==> config.mk <==
export PLATFORM = sky130hd
export DESIGN_NAME = tape_data_block_write_control
export DESIGN_NICKNAME = d
export VERILOG_FILES = /design/src/tape_wr_pkg.sv /design/src/time_pulse_seq.sv /design/src/tape_data_block_write_control.sv
export SDC_FILE = /design/constraint.sdc
export NUM_CORES = 1
export LEC_CHECK = 0
export ABC_AREA = 0
export BUFFER_PORTS_ARGS = -buffer_cell sky130_fd_sc_hd__buf_2
export CORE_AREA = 2 2 86 88
export CTS_CLUSTER_DIAMETER = 100
export DETAILED_ROUTE_END_ITERATION = 8
export DIE_AREA = 0 0 88 90
export GPL_TIMING_DRIVEN = 0
export PLACE_DENSITY = 0.82
export SLEW_MARGIN = 20
export SYNTH_ARGS = -nofsm -noshare
export SYNTH_HDL_FRONTEND = slang
export SYNTH_SLANG_ARGS = --single-unit
==> constraint.sdc <==
create_clock -name clk -period 4.95 [get_ports clk]
set_input_delay 0.495 -clock clk [delete_from_list [all_inputs] [get_ports clk]]
set_output_delay 0.495 -clock clk [all_outputs]
set_load 0.05 [all_outputs]
==> src/tape_wr_pkg.sv <==
// constants and types shared by the tape data block write control
package tape_wr_pkg;
  localparam int unsigned ADDR_W    = 8;
  localparam int unsigned BYTE_W    = 6;
  localparam int unsigned HALF_W    = 3;
  localparam int unsigned TDATA_W   = 8;
  localparam int unsigned TBM_W     = 4;
  localparam int unsigned TP_N      = 5;

  // register byte offsets
  localparam logic [7:0] CTRL_OFS   = 8'h00;
  localparam logic [7:0] STATUS_OFS = 8'h04;
  localparam logic [7:0] CKSUM_OFS  = 8'h08;

  // control register fields
  localparam int unsigned CTRL_DATA_BIT  = 0;
  localparam int unsigned CTRL_WALL_BIT  = 1;
  localparam int unsigned CTRL_DELAY_BIT = 2;
  localparam logic [2:0]  CTRL_RST       = 3'h0;

  // status and checksum register fields
  localparam int unsigned ST_STATE_LSB = 0;
  localparam int unsigned ST_DONE_BIT  = 2;
  localparam int unsigned ST_TOG_BIT   = 3;
  localparam int unsigned ST_SLOT_BIT  = 4;
  localparam int unsigned ST_TDATA_LSB = 8;
  localparam int unsigned ST_TBM_LSB   = 16;
  localparam int unsigned CK_RWB_LSB   = 8;

  // data timing stages with a special meaning
  localparam int unsigned REV_SLOT_STAGE = 1;
  localparam int unsigned FWD_SLOT_STAGE = 6;

  // time pulse positions in the one-hot vector
  localparam int unsigned TP0 = 0;
  localparam int unsigned TP1 = 1;
  localparam int unsigned TP2 = 2;
  localparam int unsigned TP3 = 3;
  localparam int unsigned TP4 = 4;
  localparam logic [4:0]  TP_FIRST = 5'h01;

  localparam logic [1:0] RESP_OKAY   = 2'h0;
  localparam logic [1:0] RESP_SLVERR = 2'h2;

  typedef enum logic [1:0] {
    st_null,
    xfer_request_state,
    st_active
  } xfer_state_t;

  typedef enum logic [1:0] {
    sel_ctrl,
    sel_status,
    sel_cksum,
    sel_none
  } reg_sel_t;
endpackage : tape_wr_pkg

==> src/time_pulse_seq.sv <==
// time pulse sequencer: one bit-time strobe becomes ordered pulses 0..4
`timescale 1ns/100ps
module time_pulse_seq (
  input  wire logic       clk,
  input  wire logic       rst,
  input  wire logic       bit_tick,
  output logic      [4:0] tp
);
  logic [4:0] tp_q;
  logic [4:0] tp_d;

  // a new strobe restarts the chain; strobes must be five or more cycles apart
  always_comb begin
    if (bit_tick) begin
      tp_d = tape_wr_pkg::TP_FIRST;
    end else begin
      tp_d = {tp_q[3:0], 1'b0};
    end
  end

  always_ff @(posedge clk or posedge rst) begin
    if (rst) begin
      tp_q <= 5'h00;
    end else begin
      tp_q <= tp_d;
    end
  end

  assign tp = tp_q;
endmodule : time_pulse_seq

==> src/tape_data_block_write_control.sv <==
// tape data block write control: timing register, transfer control, checksum, axi-lite regs
//
// Added by the designer: the placing of the registers and the AXI4-Lite register port.
`timescale 1ns/100ps
module tape_data_block_write_control (
  input  wire logic        clk,
  input  wire logic        rst,
  // axi4-lite slave
  input  wire logic [7:0]  awaddr,
  input  wire logic        awvalid,
  output logic             awready,
  input  wire logic [31:0] wdata,
  input  wire logic [3:0]  wstrb,
  input  wire logic        wvalid,
  output logic             wready,
  output logic [1:0]       bresp,
  output logic             bvalid,
  input  wire logic        bready,
  input  wire logic [7:0]  araddr,
  input  wire logic        arvalid,
  output logic             arready,
  output logic [31:0]      rdata,
  output logic [1:0]       rresp,
  output logic             rvalid,
  input  wire logic        rready,
  // tape timing and mark track decoder
  input  wire logic        bit_tick,
  input  wire logic        mark_data_sync,
  input  wire logic        mark_fwd_data_end,
  input  wire logic        mark_rev_data_end,
  input  wire logic        mark_bm_sync,
  input  wire logic        mark_bm_space,
  input  wire logic        start_delay_signal,
  // host data control channel
  input  wire logic        host_selects_unit,
  input  wire logic        accum_word_request,
  input  wire logic [5:0]  accum_byte,
  output logic             byte_fetch,
  // toward the write amplifiers
  output logic [2:0]       write_half,
  output logic             write_en,
  output logic             checksum_slot_level,
  output logic             job_done_flag
);
  typedef tape_wr_pkg::xfer_state_t st_t;

  function automatic tape_wr_pkg::reg_sel_t decode(input logic [7:0] a);
    case (a)
      tape_wr_pkg::CTRL_OFS:   decode = tape_wr_pkg::sel_ctrl;
      tape_wr_pkg::STATUS_OFS: decode = tape_wr_pkg::sel_status;
      tape_wr_pkg::CKSUM_OFS:  decode = tape_wr_pkg::sel_cksum;
      default:                 decode = tape_wr_pkg::sel_none;
    endcase
  endfunction : decode

  logic [4:0] tp;

  time_pulse_seq u_tp (
    .clk      (clk),
    .rst      (rst),
    .bit_tick (bit_tick),
    .tp       (tp)
  );

  // ---------------- bus slave ----------------
  logic        aw_held_q, aw_held_d, w_held_q, w_held_d;
  logic [7:0]  waddr_q, waddr_d;
  logic [31:0] wdat_q, wdat_d;
  logic        wstb_q, wstb_d;
  logic        awready_q, awready_d, wready_q, wready_d;
  logic        bvalid_q, bvalid_d, arready_q, arready_d, rvalid_q, rvalid_d;
  logic [1:0]  bresp_q, bresp_d, rresp_q, rresp_d;
  logic [31:0] rdata_q, rdata_d;
  logic [2:0]  ctrl_q, ctrl_d;
  logic        do_write, cmd_wr;
  logic [31:0] status_word, cksum_word;

  assign do_write = aw_held_q & w_held_q & ~bvalid_q;
  // only byte lane 0 carries control bits, so a write without it is no command
  assign cmd_wr   = do_write & (decode(waddr_q) == tape_wr_pkg::sel_ctrl) & wstb_q;

  always_comb begin
    aw_held_d = aw_held_q;
    w_held_d  = w_held_q;
    waddr_d   = waddr_q;
    wdat_d    = wdat_q;
    wstb_d    = wstb_q;
    bvalid_d  = bvalid_q;
    bresp_d   = bresp_q;
    ctrl_d    = ctrl_q;
    rvalid_d  = rvalid_q;
    rresp_d   = rresp_q;
    rdata_d   = rdata_q;
    if (awvalid & awready_q) begin
      aw_held_d = 1'b1;
      waddr_d   = awaddr;
    end
    if (wvalid & wready_q) begin
      w_held_d = 1'b1;
      wdat_d   = wdata;
      wstb_d   = wstrb[0];
    end
    if (bvalid_q & bready) begin
      bvalid_d = 1'b0;
    end
    if (do_write) begin
      aw_held_d = 1'b0;
      w_held_d  = 1'b0;
      bvalid_d  = 1'b1;
      bresp_d   = (decode(waddr_q) == tape_wr_pkg::sel_none) ?
                  tape_wr_pkg::RESP_SLVERR : tape_wr_pkg::RESP_OKAY;
      if (cmd_wr) begin
        ctrl_d = wdat_q[2:0];
      end
    end
    if (rvalid_q & rready) begin
      rvalid_d = 1'b0;
    end
    if (arvalid & arready_q) begin
      rvalid_d = 1'b1;
      rresp_d  = tape_wr_pkg::RESP_OKAY;
      case (decode(araddr))
        tape_wr_pkg::sel_ctrl:   rdata_d = {29'h0000_0000, ctrl_q};
        tape_wr_pkg::sel_status: rdata_d = status_word;
        tape_wr_pkg::sel_cksum:  rdata_d = cksum_word;
        default: begin
          rdata_d = 32'h0000_0000;
          rresp_d = tape_wr_pkg::RESP_SLVERR;
        end
      endcase
    end
    awready_d = ~aw_held_d & ~bvalid_d;
    wready_d  = ~w_held_d & ~bvalid_d;
    arready_d = ~rvalid_d;
  end

  always_ff @(posedge clk or posedge rst) begin
    if (rst) begin
      aw_held_q <= 1'b0;
      w_held_q  <= 1'b0;
      waddr_q   <= 8'h00;
      wdat_q    <= 32'h0000_0000;
      wstb_q    <= 1'b0;
      awready_q <= 1'b0;
      wready_q  <= 1'b0;
      bvalid_q  <= 1'b0;
      bresp_q   <= 2'h0;
      ctrl_q    <= tape_wr_pkg::CTRL_RST;
      arready_q <= 1'b0;
      rvalid_q  <= 1'b0;
      rresp_q   <= 2'h0;
      rdata_q   <= 32'h0000_0000;
    end else begin
      aw_held_q <= aw_held_d;
      w_held_q  <= w_held_d;
      waddr_q   <= waddr_d;
      wdat_q    <= wdat_d;
      wstb_q    <= wstb_d;
      awready_q <= awready_d;
      wready_q  <= wready_d;
      bvalid_q  <= bvalid_d;
      bresp_q   <= bresp_d;
      ctrl_q    <= ctrl_d;
      arready_q <= arready_d;
      rvalid_q  <= rvalid_d;
      rresp_q   <= rresp_d;
      rdata_q   <= rdata_d;
    end
  end

  // ---------------- transfer control ----------------
  st_t        state_q, state_d;
  logic [7:0] tdata_q, tdata_d;
  logic [3:0] tbm_q, tbm_d;
  logic       tog_q, tog_d, done_q, done_d, armed_q, armed_d, startp_q, done_dly_q;
  logic [5:0] lb_q, lb_d, rwb_q, rwb_d;
  logic       fetch_q, fetch_d, wen_q, wen_d, slot_q, slot_d;
  logic [2:0] half_q, half_d;
  logic       data_cmd, wall_cmd, active, slot, rise1, fall6, tbm_rise;
  logic       disconnect, cont_level, stop_level;

  assign data_cmd   = ctrl_q[tape_wr_pkg::CTRL_DATA_BIT];
  assign wall_cmd   = ctrl_q[tape_wr_pkg::CTRL_WALL_BIT] & ~data_cmd;
  assign active     = (state_q == tape_wr_pkg::st_active);
  assign slot       = tdata_q[tape_wr_pkg::REV_SLOT_STAGE]
                    | tdata_q[tape_wr_pkg::FWD_SLOT_STAGE];
  assign disconnect = ~host_selects_unit | accum_word_request;
  assign stop_level = disconnect & active & data_cmd;
  // data_cmd keeps this low in write-all
  assign cont_level = host_selects_unit & ~accum_word_request & data_cmd & active;

  always_comb begin
    tdata_d  = tdata_q;
    tbm_d    = tbm_q;
    if (tp[tape_wr_pkg::TP2] &
        (mark_fwd_data_end | mark_rev_data_end | mark_data_sync)) begin
      tdata_d = {tdata_q[6:0], mark_data_sync};
    end
    if (tp[tape_wr_pkg::TP2] & (mark_bm_sync | mark_bm_space)) begin
      tbm_d = {tbm_q[2:0], mark_bm_sync};
    end
    rise1    = tdata_d[tape_wr_pkg::REV_SLOT_STAGE] & ~tdata_q[tape_wr_pkg::REV_SLOT_STAGE];
    fall6    = tdata_q[tape_wr_pkg::FWD_SLOT_STAGE] & ~tdata_d[tape_wr_pkg::FWD_SLOT_STAGE];
    tbm_rise = tbm_d[0] & ~tbm_q[0];
    state_d  = state_q;
    tog_d    = tog_q;
    done_d   = done_q;
    armed_d  = armed_q;
    lb_d     = lb_q;
    rwb_d    = rwb_q;
    fetch_d  = 1'b0;
    wen_d    = wen_q;
    half_d   = half_q;
    slot_d   = tdata_d[tape_wr_pkg::REV_SLOT_STAGE] | tdata_d[tape_wr_pkg::FWD_SLOT_STAGE];
    if (tp[tape_wr_pkg::TP2]) begin
      tog_d = active & ~tog_q;
      if (active & tog_q) begin
        lb_d = lb_q ^ rwb_q;
      end
      if (rise1) begin
        lb_d = 6'h00;
      end
    end
    if (tp[tape_wr_pkg::TP3] & active & ~tog_q) begin
      rwb_d = 6'h00;
    end
    if (tp[tape_wr_pkg::TP4] & active & ~tog_q) begin
      if (tdata_q[tape_wr_pkg::FWD_SLOT_STAGE]) begin
        rwb_d = lb_q;
      end else if (~slot) begin
        rwb_d   = accum_byte;
        fetch_d = 1'b1;
      end
    end
    if (tp[tape_wr_pkg::TP0]) begin
      half_d = tog_q ? rwb_q[2:0] : rwb_q[5:3];
      if (active) begin
        wen_d = 1'b1;
      end
    end
    // write current holds to pulse 4 so the last half byte gets out
    if (tp[tape_wr_pkg::TP4] & ~active) begin
      wen_d = 1'b0;
    end
    case (state_q)
      tape_wr_pkg::st_null: begin
        // a delayed start waits for the falling edge of the delay signal
        if (armed_q & (~ctrl_q[tape_wr_pkg::CTRL_DELAY_BIT] |
                       (startp_q & ~start_delay_signal))) begin
          state_d = tape_wr_pkg::xfer_request_state;
          armed_d = 1'b0;
        end
      end
      tape_wr_pkg::xfer_request_state: begin
        if (tp[tape_wr_pkg::TP2] & rise1 & data_cmd) begin
          state_d = tape_wr_pkg::st_active;
        end else if (tp[tape_wr_pkg::TP2] & tbm_rise & wall_cmd) begin
          state_d = tape_wr_pkg::st_active;
        end
      end
      tape_wr_pkg::st_active: begin
        // the block only ends on the forward checksum falling edge
        if (tp[tape_wr_pkg::TP2] & fall6) begin
          if (stop_level) begin
            done_d = 1'b1;
          end else if (cont_level) begin
            state_d = tape_wr_pkg::xfer_request_state;
          end
        end
      end
      default: state_d = tape_wr_pkg::st_null;
    endcase
    if (done_q & ~done_dly_q) begin
      state_d = tape_wr_pkg::st_null;
    end
    if (cmd_wr) begin
      state_d = tape_wr_pkg::st_null;
      armed_d = 1'b1;
      done_d  = 1'b0;
      tog_d   = 1'b0;
    end
  end

  always_ff @(posedge clk or posedge rst) begin
    if (rst) begin
      state_q    <= tape_wr_pkg::st_null;
      tdata_q    <= 8'h00;
      tbm_q      <= 4'h0;
      tog_q      <= 1'b0;
      done_q     <= 1'b0;
      done_dly_q <= 1'b0;
      armed_q    <= 1'b0;
      startp_q   <= 1'b0;
      lb_q       <= 6'h00;
      rwb_q      <= 6'h00;
      fetch_q    <= 1'b0;
      wen_q      <= 1'b0;
      half_q     <= 3'h0;
      slot_q     <= 1'b0;
    end else begin
      state_q    <= state_d;
      tdata_q    <= tdata_d;
      tbm_q      <= tbm_d;
      tog_q      <= tog_d;
      done_q     <= done_d;
      done_dly_q <= done_q;
      armed_q    <= armed_d;
      startp_q   <= start_delay_signal;
      lb_q       <= lb_d;
      rwb_q      <= rwb_d;
      fetch_q    <= fetch_d;
      wen_q      <= wen_d;
      half_q     <= half_d;
      slot_q     <= slot_d;
    end
  end

  assign status_word = {12'h000, tbm_q, tdata_q, 3'h0, slot_q, tog_q, done_q, state_q};
  assign cksum_word  = {18'h0_0000, rwb_q, 2'h0, lb_q};

  assign awready  = awready_q;
  assign wready   = wready_q;
  assign bvalid   = bvalid_q;
  assign bresp    = bresp_q;
  assign arready  = arready_q;
  assign rvalid   = rvalid_q;
  assign rresp    = rresp_q;
  assign rdata    = rdata_q;
  assign byte_fetch          = fetch_q;
  assign write_half          = half_q;
  assign write_en            = wen_q;
  assign checksum_slot_level = slot_q;
  assign job_done_flag       = done_q;
endmodule : tape_data_block_write_control

==> flow_summary.toml <==
[floorplan]
coreArea_um2 = 7020
fp.dieArea_um2 = 7920
start_util = 0.5186
dieWidth_um = 88
io_pins = 122
rows = 31
die_h_um = 90

[clock_network]
htree_levels = 3
clockBufferDepth = 2
clock_latency_ns = 0.35
post_cts_buffers = 0
post_cts_resized = 0
cts_hold_buffers = 0
cts_buffers = 9
clkSinkCount = 84
clockRootBuffer = "clkbuf_8"
cts_tree = "built"
clk_pin_slew_ns = 0.09

[power_and_ir_drop]
switchingPower_mw = 0.5585
power_density_nw_per_um2 = 428.3
p_comb_frac = 0.203
swShare = 0.2923
vdd_drop_max_mv = 0.3029
p_int_mw = 1.353
pwr-share-clk = 0.309
p_seq_frac = 0.488
power.leakage_nw = 2.224

[sta]
fmax_mhz = 557.4
finalHoldViolations = 0
fin_tns_setup_ns = 0
slew_headroom = 0.4728
period_needed_ns = 1.794
worst_slack_ns = 3.156
tightestPinTransition_ns = 0.7861
drv_slew = 0
setup_viol = 0
rsz0062_at_grt = "no"
hold_slack_ns = 0.1211
clock_skew_ns = 0.01175
timing.final.crit_share = 0.3624

[place]
gp_congestion = 0.8478
io_buffer_count = 72
dp_hpwl_mm = 5.418
placedInstanceArea_um2 = 4212
dp_cells = 493
dp_slack_ns = 2.770

[critical_path]
critPathArrivalTime_ns = 2.03
cp_slowest_cell = "o31ai_2"
reg2regPathDepth = 3
cp-endpoint = "checksum_slot_level$_DFF_PP0_"
path_cells = "buf_2 > o31ai_2 > mux2_2 > or2_2"
startpoint = "mark_data_sync"
cp_top_family = "compound AO/OA/AOI/OAI gates"
crit_fanout = 10
cp_num_cells = 4
path_buf_inv = 1
rr_startpoint = "waddr_q[0]$_DFFE_PP0P_"
path_class = "primary input to flop"
crit_path_end_kind = "flop"
start_kind = "primary input"
max_stage_delay_ns = 0.70
r2r_end = "ctrl_q[1]$_DFFE_PP0P_"
cp.required_ns = 5.19
r2r_setup_slack_ns = 3.30

[layout]
final_cells = 509
drive_above_1_share = 0.3537
final_net_count = 479
final_cell_mix = "dfrtp_1, buf_2, nand2_1"
n_antenna_cell = 0
layout_commonest_cell = "dfrtp_1"
syn2layout_area_growth_pct = 22.54
fin_area_um2 = 4462

[routing]
wl_per_cell_um = 13.74
wl_met3_um = 367
met1_length_mm = 2.923
routed_wl_mm = 6.995
drtIter0Drc = 138
postRouteAntennaNets = 0
drcViolationCount = 0
dr.max_layer_used = "met4"
routed-via-count = 2549
vias_per_cell = 5.008
dr_wl_met2_mm = 3.494
dr.pass1.iters = 4

[yosys]
syn_avg_cell_area_um2 = 11.90
synthArstFlopShare = 1.000
ys_seq_area_frac = 0.5773
netlist_top_cells_area = "dfrtp_1, mux2_2, buf_4"
synth_edf_count = 0
netlist_area_um2 = 3641
ys.flop_type = "dfrtp_1"
synth_area_leader_cell = "dfrtp_1"
syn_inst = 306
synth_cell_types = 44
yosysWarnings = 0
synth_seq_cells = 84
synth_top_area_frac = 0.5773

[grt]
grt_max_degree = 59
antenna_found_initial = 0
grt_pass1_vias = 2654
overflow = 0
grt_pass1_wl_mm = 12.13
track_usage = 0.1965

[worst_hold_path]
hold_class = "primary input to async pin"

[flow_run]
maxCapViolations = 0

[outcome]
status = "finished clean"
synthesized netlist by cell type, types with 2 or more instances:
cell / number
dfrtp_1: 84
nand2_1: 28
mux2_2: 24
nor2_1: 24
buf_4: 16
inv_1: 13
a21oi_1: 12
nor2b_1: 10
o21ai_0: 10
a22o_1: 8
and2_1: 7
mux2i_1: 7
a221oi_1: 6
clkbuf_1: 6
xor2_1: 6
a221o_1: 4
a221o_2: 4
nand2b_1: 3
nor3b_1: 3
and2_0: 2
buf_2: 2
nand3b_1: 2
nand4_1: 2
nor3b_4: 2
or2_2: 2
worst reg2reg max path: stages, from the launching register on:
cell and delay [ns]:
dfrtp_1 0.38, nor4_1 0.43, nand4_1 0.37, mux2_2 0.37
final cells by class:
| cell class | instances | area, um2 |
|---|---|---|
| timing repair buffer | 73 | 387.9 |
| tap | 99 | 123.9 |
| sequential | 84 | 2102 |
| multi-input combinational | 199 | 1383 |
| clock inverter | 4 | 95.09 |
| fill | 571 | 2559 |
| inverter | 13 | 51.30 |
| clock buffer | 12 | 155.1 |
| buffer | 25 | 163.9 |
sequential cells by signal, summed over array words and instances, names as in the netlist, 2 cells and up:
| name | count |
|---|---|
| state_q | 2 |
| tbm_q | 4 |
| rwb_q | 6 |
| waddr_q | 8 |
| tdata_q | 8 |
| ctrl_q | 3 |
| rdata | 18 |
| wdat_q | 3 |
| write_half | 3 |
| lb_q | 6 |
| u_tp.tp | 5 |
power by group through the flow:
| stage | Combinational [mW] | Sequential [mW] | Clock, mW |
|---|---|---|---|
| 2_1_floorplan | 0.236 | 0.989 | 0 |
| 3_5_place_dp | 0.392 | 0.947 | 0 |
| 6_report | 0.387 | 0.933 | 0.590 |
| 4_1_cts | 0.393 | 0.933 | 0.604 |
| 3_3_place_gp | 0.375 | 0.939 | 0 |
| 5_1_grt | 0.429 | 0.954 | 0.630 |
metrics by stage:
step / power [mW] / utilization
floorplan: 1.225 / -
global placement: 1.314 / 0.5956
detailed placement: 1.338 / 0.5999
CTS: 1.930 / 0.6355
global route: 2.013 / 0.6355
finish: 1.911 / 0.6355
layer usage:
metal,vias up,global-route usage
met1,1220,0.2466
met4,0,0.1013
li1,1237,-
met2,73,0.3163
met5,-,0
met3,19,0.04132
kinds of logic after synthesis:
kind of cell	Yosys count	synth area share
muxes	31	0.09347
buffers and inverters	38	0.05842
xor gates and xnor gates	6	0.01443
AOI/OAI and AO/OA	52	0.1055
DFF	84	0.5773
other	1	0.001030
and+or+nand+nor	94	0.1498
how the worst min path moves through the flow:
| stage | depth (start not counted) | endpoint | slack, ns | start |
|---|---|---|---|---|
| 5_1_grt | 2 | lb_q[1]$_DFFE_PP0P_ | 0.14 | rst |
| 4_1_cts | 2 | lb_q[1]$_DFFE_PP0P_ | 0.12 | rst |
| 3_5_place_dp | 0 | done_dly_q$_DFF_PP0_ | 0.44 | job_done_flag$_DFFE_PP0P_ |
| 6_report | 2 | lb_q[1]$_DFFE_PP0P_ | 0.12 | rst |
| 2_1_floorplan | 1 | write_en$_DFFE_PP0P_ | 0.41 | u_tp.tp[4]$_DFF_PP0_ |
| 3_3_place_gp | 0 | done_dly_q$_DFF_PP0_ | 0.42 | job_done_flag$_DFFE_PP0P_ |
(Power assumes the default switching activity.)
